===== config.mk =====
export PLATFORM = sky130hd
export DESIGN_NAME = cbcd_core
export DESIGN_NICKNAME = d
export VERILOG_FILES = /design/src/cbcd_unused_placeholder_removed.sv /design/src/common/cbcd_pkg.sv /design/src/cbcd_core.sv
export SDC_FILE = /design/constraint.sdc
export NUM_CORES = 1
export LEC_CHECK = 0
export BUFFER_PORTS_ARGS = -buffer_cell sky130_fd_sc_hd__buf_2
export CORE_MARGIN = 10
export CORE_UTILIZATION = 44
export CTS_BUF_LIST = sky130_fd_sc_hd__clkbuf_2 sky130_fd_sc_hd__clkbuf_4 sky130_fd_sc_hd__clkbuf_8
export CTS_CLUSTER_DIAMETER = 40
export DETAILED_ROUTE_END_ITERATION = 6
export MAX_ROUTING_LAYER = met4
export SLEW_MARGIN = 25
export SYNTH_ARGS = -nofsm -noshare
export SYNTH_HDL_FRONTEND = slang
export SYNTH_SLANG_ARGS = --single-unit

===== constraint.sdc =====
create_clock -name core_clk_in -period 5.6 [get_ports core_clk_in]
set_clock_uncertainty 0.2 [all_clocks]
set_input_delay 0.28 -clock core_clk_in [delete_from_list [all_inputs] [get_ports core_clk_in]]
set_output_delay 0.28 -clock core_clk_in [all_outputs]
set_load 0.02 [all_outputs]

===== src/cbcd_unused_placeholder_removed.sv =====
`timescale 1ns/1ps


===== src/common/cbcd_pkg.sv =====
package cbcd_pkg;
   // ************************************************
   // sizes
   // ************************************************
   localparam int          CBCD_STACK_DEPTH = 4;
   localparam int          CBCD_SP_W        = 2;
   localparam logic [11:0] CBCD_PC_RESET    = 12'h000;

   // ************************************************
   // opcodes and opcode-map columns
   // ************************************************
   localparam logic [7:0] OP_NO_OPERATION  = 8'h05;
   localparam logic [7:0] OP_INTERRUPT_EXIT = 8'h4D;
   localparam logic [7:0] OP_SUBROUTINE_EXIT = 8'hCD;
   localparam logic [7:0] OP_STOP          = 8'h6D;
   localparam logic [7:0] OP_WAIT          = 8'hED;
   localparam logic [3:0] COL_CALL         = 4'h1;
   localparam logic [3:0] COL_BIT_TEST     = 4'h3;
   localparam logic [3:0] COL_INHERENT     = 4'h5;
   localparam logic [3:0] COL_INDIRECT     = 4'h7;
   localparam logic [3:0] COL_BIT_FORCE    = 4'hB;

   // ************************************************
   // branch offsets and cycle counts
   // ************************************************
   localparam logic [11:0] REL_SHORT_BIAS  = 12'h001;
   localparam logic [11:0] REL_LONG_BIAS   = 12'h002;
   localparam logic [11:0] CALL_RETURN_STEP = 12'h002;
   localparam logic [2:0]  CYC_BRANCH      = 3'h2;
   localparam logic [2:0]  CYC_BIT_TEST    = 3'h5;
   localparam logic [2:0]  CYC_BIT_FORCE   = 3'h4;
   localparam logic [2:0]  CYC_CONTROL     = 3'h2;
   localparam logic [2:0]  CYC_CALL        = 3'h4;
   localparam logic [2:0]  CYC_FOREIGN     = 3'h4;
   localparam logic [2:0]  CYC_ILLEGAL     = 3'h2;

   // ************************************************
   // types
   // ************************************************
   typedef enum logic [2:0] {
      CL_BRANCH   = 3'b000,
      CL_CALL     = 3'b001,
      CL_BIT_TEST = 3'b010,
      CL_BIT_FORCE = 3'b011,
      CL_CONTROL  = 3'b100,
      CL_FOREIGN  = 3'b101,
      CL_ILLEGAL  = 3'b110
   } cbcd_class_t;

   typedef enum logic {
      ST_RUN  = 1'b0,
      ST_HALT = 1'b1
   } cbcd_state_t;
endpackage


===== src/cbcd_core.sv =====
`timescale 1ns/1ps
// Operation
// - four one-byte branches on carry/zero set or clear, 2 cycles, flags kept
// - short branch displacement is 5-bit signed, reach -15 to +16
// - three-byte bit-test branch, 5 cycles, on bit clear or bit set
// - bit test copies tested bit into carry always, zero kept
// - bit-test branch displacement is 8-bit signed, reach -126 to +129
// - bit number is a 3-bit field inside the opcode
// - bit force high/low on any data byte, 2 bytes, 4 cycles, flags kept
// - no-operation, exits, stop, wait: 1 byte, 2 cycles, only interrupt exit changes flags
// - with watchdog selected, stop acts as wait
// - call uses 12-bit absolute target, 2 bytes, 4 cycles, flags kept
// - low nibbles 0,2,4,6 decode as nonzero, no-carry, zero, carry branches
// - low nibble 1 decodes as subroutine call in every row
// - low nibble 3 is bit test; even rows clear, odd set; rows pick bit
// - column 5 row 0 is no-operation, odd rows are index ops, other even rows illegal
// - bit test: byte 3 displacement, byte 2 data address, opcode bit and sense
// - branch target is the displacement added to the branch's own address plus 1 (short) or plus 2 (bit test)
module cbcd_core
   import cbcd_pkg::*;
(
   input  wire logic        core_clk_in,
   input  wire logic        rst_n_in,
   output logic [11:0]      prog_addr_out,
   input  wire logic [7:0]  prog_data_in,
   output logic [7:0]       data_addr_out,
   input  wire logic [7:0]  data_rd_in,
   output logic             data_wr_en_out,
   output logic [7:0]       data_wr_out,
   input  wire logic        watchdog_sel_in,
   input  wire logic        wake_in,
   input  wire logic        irq_carry_in,
   input  wire logic        irq_zero_in,
   input  wire logic [1:0]  foreign_len_in,
   input  wire logic        foreign_flag_we_in,
   input  wire logic        foreign_carry_in,
   input  wire logic        foreign_zero_in,
   output logic             foreign_start_out,
   output logic [7:0]       opcode_out,
   output logic [11:0]      pc_out,
   output logic             carry_out,
   output logic             zero_out,
   output logic             stop_out,
   output logic             wait_out,
   output logic             illegal_out
);

   // ************************************************
   // state
   // ************************************************
   cbcd_state_t  state;
   logic [2:0]   phase;
   logic [11:0]  pc;
   logic [7:0]   op;
   logic [7:0]   byte2;
   logic [7:0]   byte3;
   logic         carry;
   logic         zero;
   logic [11:0]  stack_mem [CBCD_STACK_DEPTH];
   logic [CBCD_SP_W-1:0] sp;

   // ************************************************
   // decode
   // ************************************************
   wire [3:0] lo_nib = op[3:0];
   wire [3:0] hi_nib = op[7:4];
   // columns 8..F of the branch rows reuse op[3] as a displacement bit
   wire is_branch  = ~op[0];
   wire is_call    = (lo_nib == COL_CALL);
   wire is_btest   = (lo_nib == COL_BIT_TEST);
   wire is_bforce  = (lo_nib == COL_BIT_FORCE);
   wire is_ctrl    = (op == OP_NO_OPERATION) | (op == OP_SUBROUTINE_EXIT) | (op == OP_INTERRUPT_EXIT)
                   | (op == OP_STOP) | (op == OP_WAIT);
   // even rows of column 5 except row 0 hold no instruction
   wire ill_col5   = (lo_nib == COL_INHERENT) & ~hi_nib[0] & (hi_nib != 4'h0);
   wire ill_col7   = (lo_nib == COL_INDIRECT) & ((hi_nib == 4'h7) | (hi_nib == 4'h9) | (hi_nib == 4'hF));
   wire cbcd_class_t cls = is_branch ? CL_BRANCH :
                           is_call   ? CL_CALL :
                           is_btest  ? CL_BIT_TEST :
                           is_bforce ? CL_BIT_FORCE :
                           is_ctrl   ? CL_CONTROL :
                           (ill_col5 | ill_col7) ? CL_ILLEGAL : CL_FOREIGN;
   wire [2:0] cyc_len = (cls == CL_BRANCH)    ? CYC_BRANCH :
                        (cls == CL_CALL)      ? CYC_CALL :
                        (cls == CL_BIT_TEST)  ? CYC_BIT_TEST :
                        (cls == CL_BIT_FORCE) ? CYC_BIT_FORCE :
                        (cls == CL_CONTROL)   ? CYC_CONTROL :
                        (cls == CL_FOREIGN)   ? CYC_FOREIGN : CYC_ILLEGAL;
   wire last = (state == ST_RUN) & (phase != 3'h0) & (phase == cyc_len - 3'h1);

   // ************************************************
   // branch conditions and targets
   // ************************************************
   // op[2:1]: 00 nonzero, 01 no carry, 10 zero, 11 carry
   wire cond_true = op[1] ? (op[2] ? carry : ~carry) : (op[2] ? zero : ~zero);
   wire [11:0] disp5    = {{7{op[7]}}, op[7:3]};
   wire [11:0] short_tg = pc + disp5 + REL_SHORT_BIAS;
   wire [11:0] disp8    = {{4{byte3[7]}}, byte3};
   wire [11:0] long_tg  = pc + disp8 + REL_LONG_BIAS;
   wire [2:0]  bit_num  = {op[5], op[6], op[7]};
   wire        bit_sense = op[4];
   wire        tested_bit = data_rd_in[bit_num];
   wire [7:0]  bit_mask = 8'h01 << bit_num;
   wire [7:0]  forced   = bit_sense ? (data_rd_in | bit_mask) : (data_rd_in & ~bit_mask);
   wire [11:0] call_tg  = {hi_nib, byte2};
   wire [11:0] return_addr = pc + CALL_RETURN_STEP;
   wire [CBCD_SP_W-1:0] sp_dec = sp - 1'b1;
   wire is_stop_op = (op == OP_STOP);
   // stop is suppressed when the watchdog is in use
   wire do_stop = is_stop_op & ~watchdog_sel_in;
   wire do_wait = (op == OP_WAIT) | (is_stop_op & watchdog_sel_in);

   // ************************************************
   // next program counter at the end of an instruction
   // ************************************************
   logic [11:0] next_pc;
   always_comb
   begin
      next_pc = pc + 12'h001;
      case (cls)
         CL_BRANCH    : next_pc = cond_true ? short_tg : pc + 12'h001;
         CL_CALL      : next_pc = call_tg;
         CL_BIT_TEST  : next_pc = (tested_bit == bit_sense) ? long_tg : pc + 12'h003;
         CL_BIT_FORCE : next_pc = pc + 12'h002;
         CL_CONTROL   : next_pc = (op == OP_SUBROUTINE_EXIT) | (op == OP_INTERRUPT_EXIT)
                                  ? stack_mem[sp_dec] : pc + 12'h001;
         CL_FOREIGN   : next_pc = pc + {10'h000, foreign_len_in};
         default      : next_pc = pc + 12'h001;
      endcase
   end

   // ************************************************
   // sequencer and operand fetch
   // ************************************************
   always_ff @(posedge core_clk_in)
   begin
      if (!rst_n_in)
      begin
         state         <= ST_RUN;
         phase         <= 3'h0;
         pc            <= CBCD_PC_RESET;
         prog_addr_out <= CBCD_PC_RESET;
         op            <= 8'h00;
         byte2         <= 8'h00;
         byte3         <= 8'h00;
      end
      else if (state == ST_HALT)
      begin
         if (wake_in)
            state <= ST_RUN;
      end
      else
      begin
         if (phase == 3'h0)
            op <= prog_data_in;
         if (phase == 3'h1)
            byte2 <= prog_data_in;
         if (phase == 3'h2)
            byte3 <= prog_data_in;
         if (last)
         begin
            phase         <= 3'h0;
            pc            <= next_pc;
            prog_addr_out <= next_pc;
            if ((cls == CL_CONTROL) & (do_stop | do_wait))
               state <= ST_HALT;
         end
         else
         begin
            phase         <= phase + 3'h1;
            prog_addr_out <= pc + 12'(phase + 3'h1);
         end
      end
   end

   // ************************************************
   // flags; only bit test, interrupt exit and foreign ops write them
   // ************************************************
   always_ff @(posedge core_clk_in)
   begin
      if (!rst_n_in)
      begin
         carry <= 1'b0;
         zero  <= 1'b0;
      end
      else if ((state == ST_RUN) & (cls == CL_BIT_TEST) & (phase == 3'h3))
         carry <= tested_bit;
      else if (last & (cls == CL_CONTROL) & (op == OP_INTERRUPT_EXIT))
      begin
         carry <= irq_carry_in;
         zero  <= irq_zero_in;
      end
      else if ((state == ST_RUN) & (phase != 3'h0) & (cls == CL_FOREIGN) & foreign_flag_we_in)
      begin
         carry <= foreign_carry_in;
         zero  <= foreign_zero_in;
      end
   end

   // ************************************************
   // return stack; overflow wraps silently, no trap
   // ************************************************
   always_ff @(posedge core_clk_in)
   begin
      if (!rst_n_in)
         sp <= '0;
      else if (last & (cls == CL_CALL))
      begin
         stack_mem[sp] <= return_addr;
         sp            <= sp + 1'b1;
      end
      else if (last & (cls == CL_CONTROL) & ((op == OP_SUBROUTINE_EXIT) | (op == OP_INTERRUPT_EXIT)))
         sp <= sp_dec;
   end

   // ************************************************
   // data space access and pulses
   // ************************************************
   always_ff @(posedge core_clk_in)
   begin
      if (!rst_n_in)
      begin
         data_addr_out     <= 8'h00;
         data_wr_en_out    <= 1'b0;
         data_wr_out       <= 8'h00;
         foreign_start_out <= 1'b0;
         stop_out          <= 1'b0;
         wait_out          <= 1'b0;
         illegal_out       <= 1'b0;
      end
      else
      begin
         if ((state == ST_RUN) & (phase == 3'h2))
            data_addr_out <= byte2;
         // read-modify-write lands one cycle after the read
         data_wr_en_out    <= (state == ST_RUN) & (cls == CL_BIT_FORCE) & (phase == 3'h3);
         if ((state == ST_RUN) & (cls == CL_BIT_FORCE) & (phase == 3'h3))
            data_wr_out <= forced;
         foreign_start_out <= (state == ST_RUN) & (phase == 3'h1) & (cls == CL_FOREIGN);
         stop_out          <= last & (cls == CL_CONTROL) & do_stop;
         wait_out          <= last & (cls == CL_CONTROL) & do_wait;
         illegal_out       <= last & (cls == CL_ILLEGAL);
      end
   end

   assign opcode_out = op;
   assign pc_out     = pc;
   assign carry_out  = carry;
   assign zero_out   = zero;

   // ************************************************
   // checks
   // ************************************************
   a_branch_flags_kept: assert property (@(posedge core_clk_in) disable iff (!rst_n_in)
      (state == ST_RUN) & (phase == 3'h1) & (cls == CL_BRANCH) |=> (phase == 3'h0) & $stable(carry) & $stable(zero))
      else $error("branch took wrong length or touched flags");
   a_branch_target: assert property (@(posedge core_clk_in) disable iff (!rst_n_in)
      last & (cls == CL_BRANCH) & cond_true |=> pc == $past(pc) + $past(disp5) + 12'h001)
      else $error("taken short branch landed wrong");
   a_btest_length: assert property (@(posedge core_clk_in) disable iff (!rst_n_in)
      (state == ST_RUN) & (phase == 3'h1) & (cls == CL_BIT_TEST) |-> ##3 last ##1 (phase == 3'h0))
      else $error("bit test branch not five cycles");
   a_btest_carry: assert property (@(posedge core_clk_in) disable iff (!rst_n_in)
      (state == ST_RUN) & (phase == 3'h3) & (cls == CL_BIT_TEST)
      |=> (carry == $past(data_rd_in[bit_num])) & $stable(zero))
      else $error("tested bit not copied to carry");
   a_bforce_write: assert property (@(posedge core_clk_in) disable iff (!rst_n_in)
      (state == ST_RUN) & (phase == 3'h3) & (cls == CL_BIT_FORCE)
      |=> data_wr_en_out & (data_wr_out[$past(bit_num)] == $past(bit_sense)) & $stable(carry))
      else $error("bit force wrote wrong value");
   a_call_push: assert property (@(posedge core_clk_in) disable iff (!rst_n_in)
      last & (cls == CL_CALL)
      |=> (pc == {$past(hi_nib), $past(byte2)}) & (stack_mem[sp_dec] == $past(pc) + 12'h002))
      else $error("call target or return address wrong");
   a_stop_as_wait: assert property (@(posedge core_clk_in) disable iff (!rst_n_in)
      last & is_stop_op & watchdog_sel_in |=> wait_out & ~stop_out & (state == ST_HALT))
      else $error("stop not replaced by wait");
   a_illegal_quiet: assert property (@(posedge core_clk_in) disable iff (!rst_n_in)
      last & (cls == CL_ILLEGAL) |=> illegal_out & (pc == $past(pc) + 12'h001) & $stable(carry) & $stable(zero))
      else $error("illegal opcode disturbed state");
   a_ctrl_flags: assert property (@(posedge core_clk_in) disable iff (!rst_n_in)
      (state == ST_RUN) & (phase == 3'h1) & (cls == CL_CONTROL) & (op != OP_INTERRUPT_EXIT)
      |=> (phase == 3'h0) & $stable(carry) & $stable(zero))
      else $error("control op length or flags wrong");

endmodule // cbcd_core


==> results.yml <==
synthesis:
  synth-seq-area-share_pct: 36.7
  synth_edf_count: 48
  syn_inst: 882
  synth_top_area_share_pct: 19.0
  synth_cell_types: 80
  netlist_area_mm2: 0.00812
  syn_area_per_cell_um2: 9.21
  ys.flop_type: "dfxtp_1"
  ys_top_cells_by_area: "dfxtp_1 (19%), edfxtp_1 (18%), ha_1 (7.9%)"
  ys_seq_elements: 125
  yosys.area.top_type: "dfxtp_1"
  syn_nets: 964
  yosysWarnings: 0
  synth-async-reset-ratio_pct: 0
timing:
  rsz0062_at_grt: "false"
  worst_slew_pin_slew_ns: 0.862
  relSlewSlack_pct: 42.3
  setup_tns_ns: 0
  period_share_pct: 83.9
  finalSetupViolCount: 0
  finalHoldViolations: 0
  fin_ws_ns: 0.900
  max_freq_mhz: 213
  drv_slew: 0
  period_needed_ns: 4.70
worst_setup_path:
  critPathMaxStageDelay_ns: 0.71
  required_ns: 5.75
  crit_type: "flip-flop to flip-flop"
  start_kind: "flip-flop"
  arrival_ns: 4.85
  end_kind: "flip-flop"
  crit_fanout: 17
  crit_chain: "and4b_1 -> a32oi_1 -> or2_2 -> and3_1 -> ha_1 -> or3_1 -> a2111o_1 -> nor4_2 -> mux2i_1 -> dlygate4sd3_1 -> nor2_1"
  critPathBufInv: 1
  slowest_stage: "a2111o_1"
  path_delay_family: "simple AND/OR/NAND/NOR gates"
clock_tree:
  ctsResizeCount: 0
  tritoncts: "yes"
  cts_buffers: 17
  postCtsSetupBuffers: 0
  clkSinkCount: 125
  clk_latency_ns: 0.46
  clock_path_buffers: 2
  path_clk_slew_ns: 0.09
  cts_root_buf: "clkbuf_8"
  htreeDepth: 4
  hold_buffers: 19
finish:
  layout_common_cells: "nand2_1 (111), buf_2 (81), dfxtp_1 (77), a21oi_1 (71), nor2_1 (53)"
  final_util_pct: 51.7
  area_growth_pct: 15.0
  design_area_mm2: 0.00935
  drive_above_1_share_pct: 17.0
  final_common_cell: "nand2_1"
  layout.nets: 1044
floorplan:
  dieWidth_um: 156
  die_area_mm2: 0.0243
  core_mm2: 0.0181
  io_pins: 82
  start_util_pct: 44.9
  die_h_um: 156
  core.rowCount: 49
placement:
  place.gp.congestion: 0.931
  io_buffers: 81
  dp_hpwl_um: 19700
  placed_area_mm2: 0.00873
  pre_cts_ws_ns: 1.28
grt:
  overflow: 0
  globalRouteTotalUtil_pct: 22.6
  grt_max_degree: 30
  grt_pass1_vias: 7078
  grt_antenna_before_repair: 1
  grt_pass1_wl_um: 42000
drt:
  wirelength_um: 26800
  wl_per_cell_um: 22.2
  post-route-drc-count: 0
  ant_nets: 0
  vias: 7270
  via_per_inst: 6.03
  first_pass_iters: 6
  initialDrtViolationCount: 852
power:
  p_seq_share_pct: 36.6
  powerDensity_mw_per_mm2: 340
  ir_drop_mv: 0.160
  swShare_pct: 40.2
  p_total_mw: 3.18
  switchingPower_mw: 1.28
  p_comb_share_pct: 36.3
  p_leak_nw: 3.78
  p_clk_share_pct: 27.1
  p_int_mw: 1.90
outcome:
  status: "complete, no violations"
worst_hold_path:
  hp-class: "input port to flip-flop"
run:
  maxCapViolCount: 0
Yosys cell counts, types with 5 or more instances:
library cell  number
a21oi_1           71
xnor2_1           32
dfxtp_1           77
o211a_1            6
nor2_1            53
nor2b_1           10
o2111ai_1          6
edfxtp_1          48
o21a_1             9
and3_1             6
and2_1            16
buf_2              7
o211ai_1          10
a21o_1            15
mux2i_1           15
nand2_1          111
o22ai_1            5
ha_1              51
clkbuf_1          46
mux4_2            12
o21ai_0           34
a211oi_1          11
a22oi_1           10
nand4_1            8
a31oi_1            8
nand3_1           26
inv_1             22
xor2_1            27
a221oi_1           5
nor3_1            22
path summary, 6_finish.rpt:
| path | to | cells after the start | from | slack [ns] |
|---|---|---|---|---|
| max | zero_out$_SDFFE_PN0P_ | 11 | opcode_out[1]$_SDFFE_PN0P_ | 0.90 |
| min | data_wr_out[6]$_SDFFE_PN0P_ | 4 | data_rd_in[6] | 0.04 |
| max reg2reg | zero_out$_SDFFE_PN0P_ | 11 | opcode_out[1]$_SDFFE_PN0P_ | 0.90 |
| min reg2reg | data_addr_out[4]$_SDFFE_PN0P_ | 2 | data_addr_out[4]$_SDFFE_PN0P_ | 0.25 |
sequential cells by signal, indices dropped and copies added, names as in the netlist:
| signal | flops |
|---|---|
| data_addr_out | 8 |
| opcode_out | 8 |
| state | 1 |
| stack_mem | 48 |
| sp | 2 |
| wait_out | 1 |
| pc_out | 12 |
| foreign_start_out | 1 |
| carry_out | 1 |
| phase | 3 |
| data_wr_out | 8 |
| stop_out | 1 |
| zero_out | 1 |
| prog_addr_out | 12 |
| data_wr_en_out | 1 |
| byte2 | 8 |
| illegal_out | 1 |
| byte3 | 8 |
cells by family (layout without fill, tap and decap cells):
family                     count (synthesis)  in the layout  share of synthesized area (%)
DFF                                      125            125                           36.7
xor gates and xnor gates                  60             60                           6.56
muxes                                     29             29                           5.45
AOI/OAI and AO/OA                        246            246                           21.4
adders and majority gates                 55             55                           8.84
and+or+nand+nor                          286            286                           17.0
buffers and inverters                     81            174                           4.00
other                                      0              1                              0
through the flow:
| step | instances | hold WS (ns) |
|---|---|---|
| after floorplan | 882 | 0.157 |
| after global placement | 1153 | 0.241 |
| after detailed placement | 1153 | 0.243 |
| after CTS | 1204 | 0.0106 |
| after global routing | 1205 | 0.0517 |
| final | 1205 | 0.0354 |
worst register-to-register path, cell delays in order (launching register included):
cell           delay (ns)
dfxtp_1              0.67
and4b_1              0.34
a32oi_1              0.18
or2_2                0.40
and3_1               0.20
ha_1                 0.18
or3_1                0.36
a2111o_1             0.71
nor4_2               0.48
mux2i_1              0.25
dlygate4sd3_1        0.57
nor2_1               0.04
layer usage:
metal | vias to the layer above | global-route usage (%) | part of all wire, %
met5 | - | - | 0
met4 | 0 | 7.10 | 2.2
met3 | 48 | 4.63 | 8.2
met2 | 362 | 33.0 | 44
met1 | 3436 | 30.9 | 45
li1 | 3424 | - | -
power groups by stage:
stage	Combinational, mW	Clock (mW)	Sequential [mW]
floorplan	0.751	0	1.18
global placement	1.12	0	1.18
detailed placement	1.12	0	1.18
CTS	1.14	0.875	1.16
global route	1.25	0.917	1.18
finish	1.15	0.861	1.17
cell type report:
type | instances | area (um^2)
diodes | 1 | 2.50
clock buffers | 18 | 239
clock inverters | 14 | 181
fillers | 1684 | 8740
inverters | 24 | 95.1
multi-input cells | 676 | 4830
flip-flops and latches | 125 | 2980
well taps | 229 | 287
repair buffers | 118 | 731
Note: power is estimated with default switching activity, not from simulation.
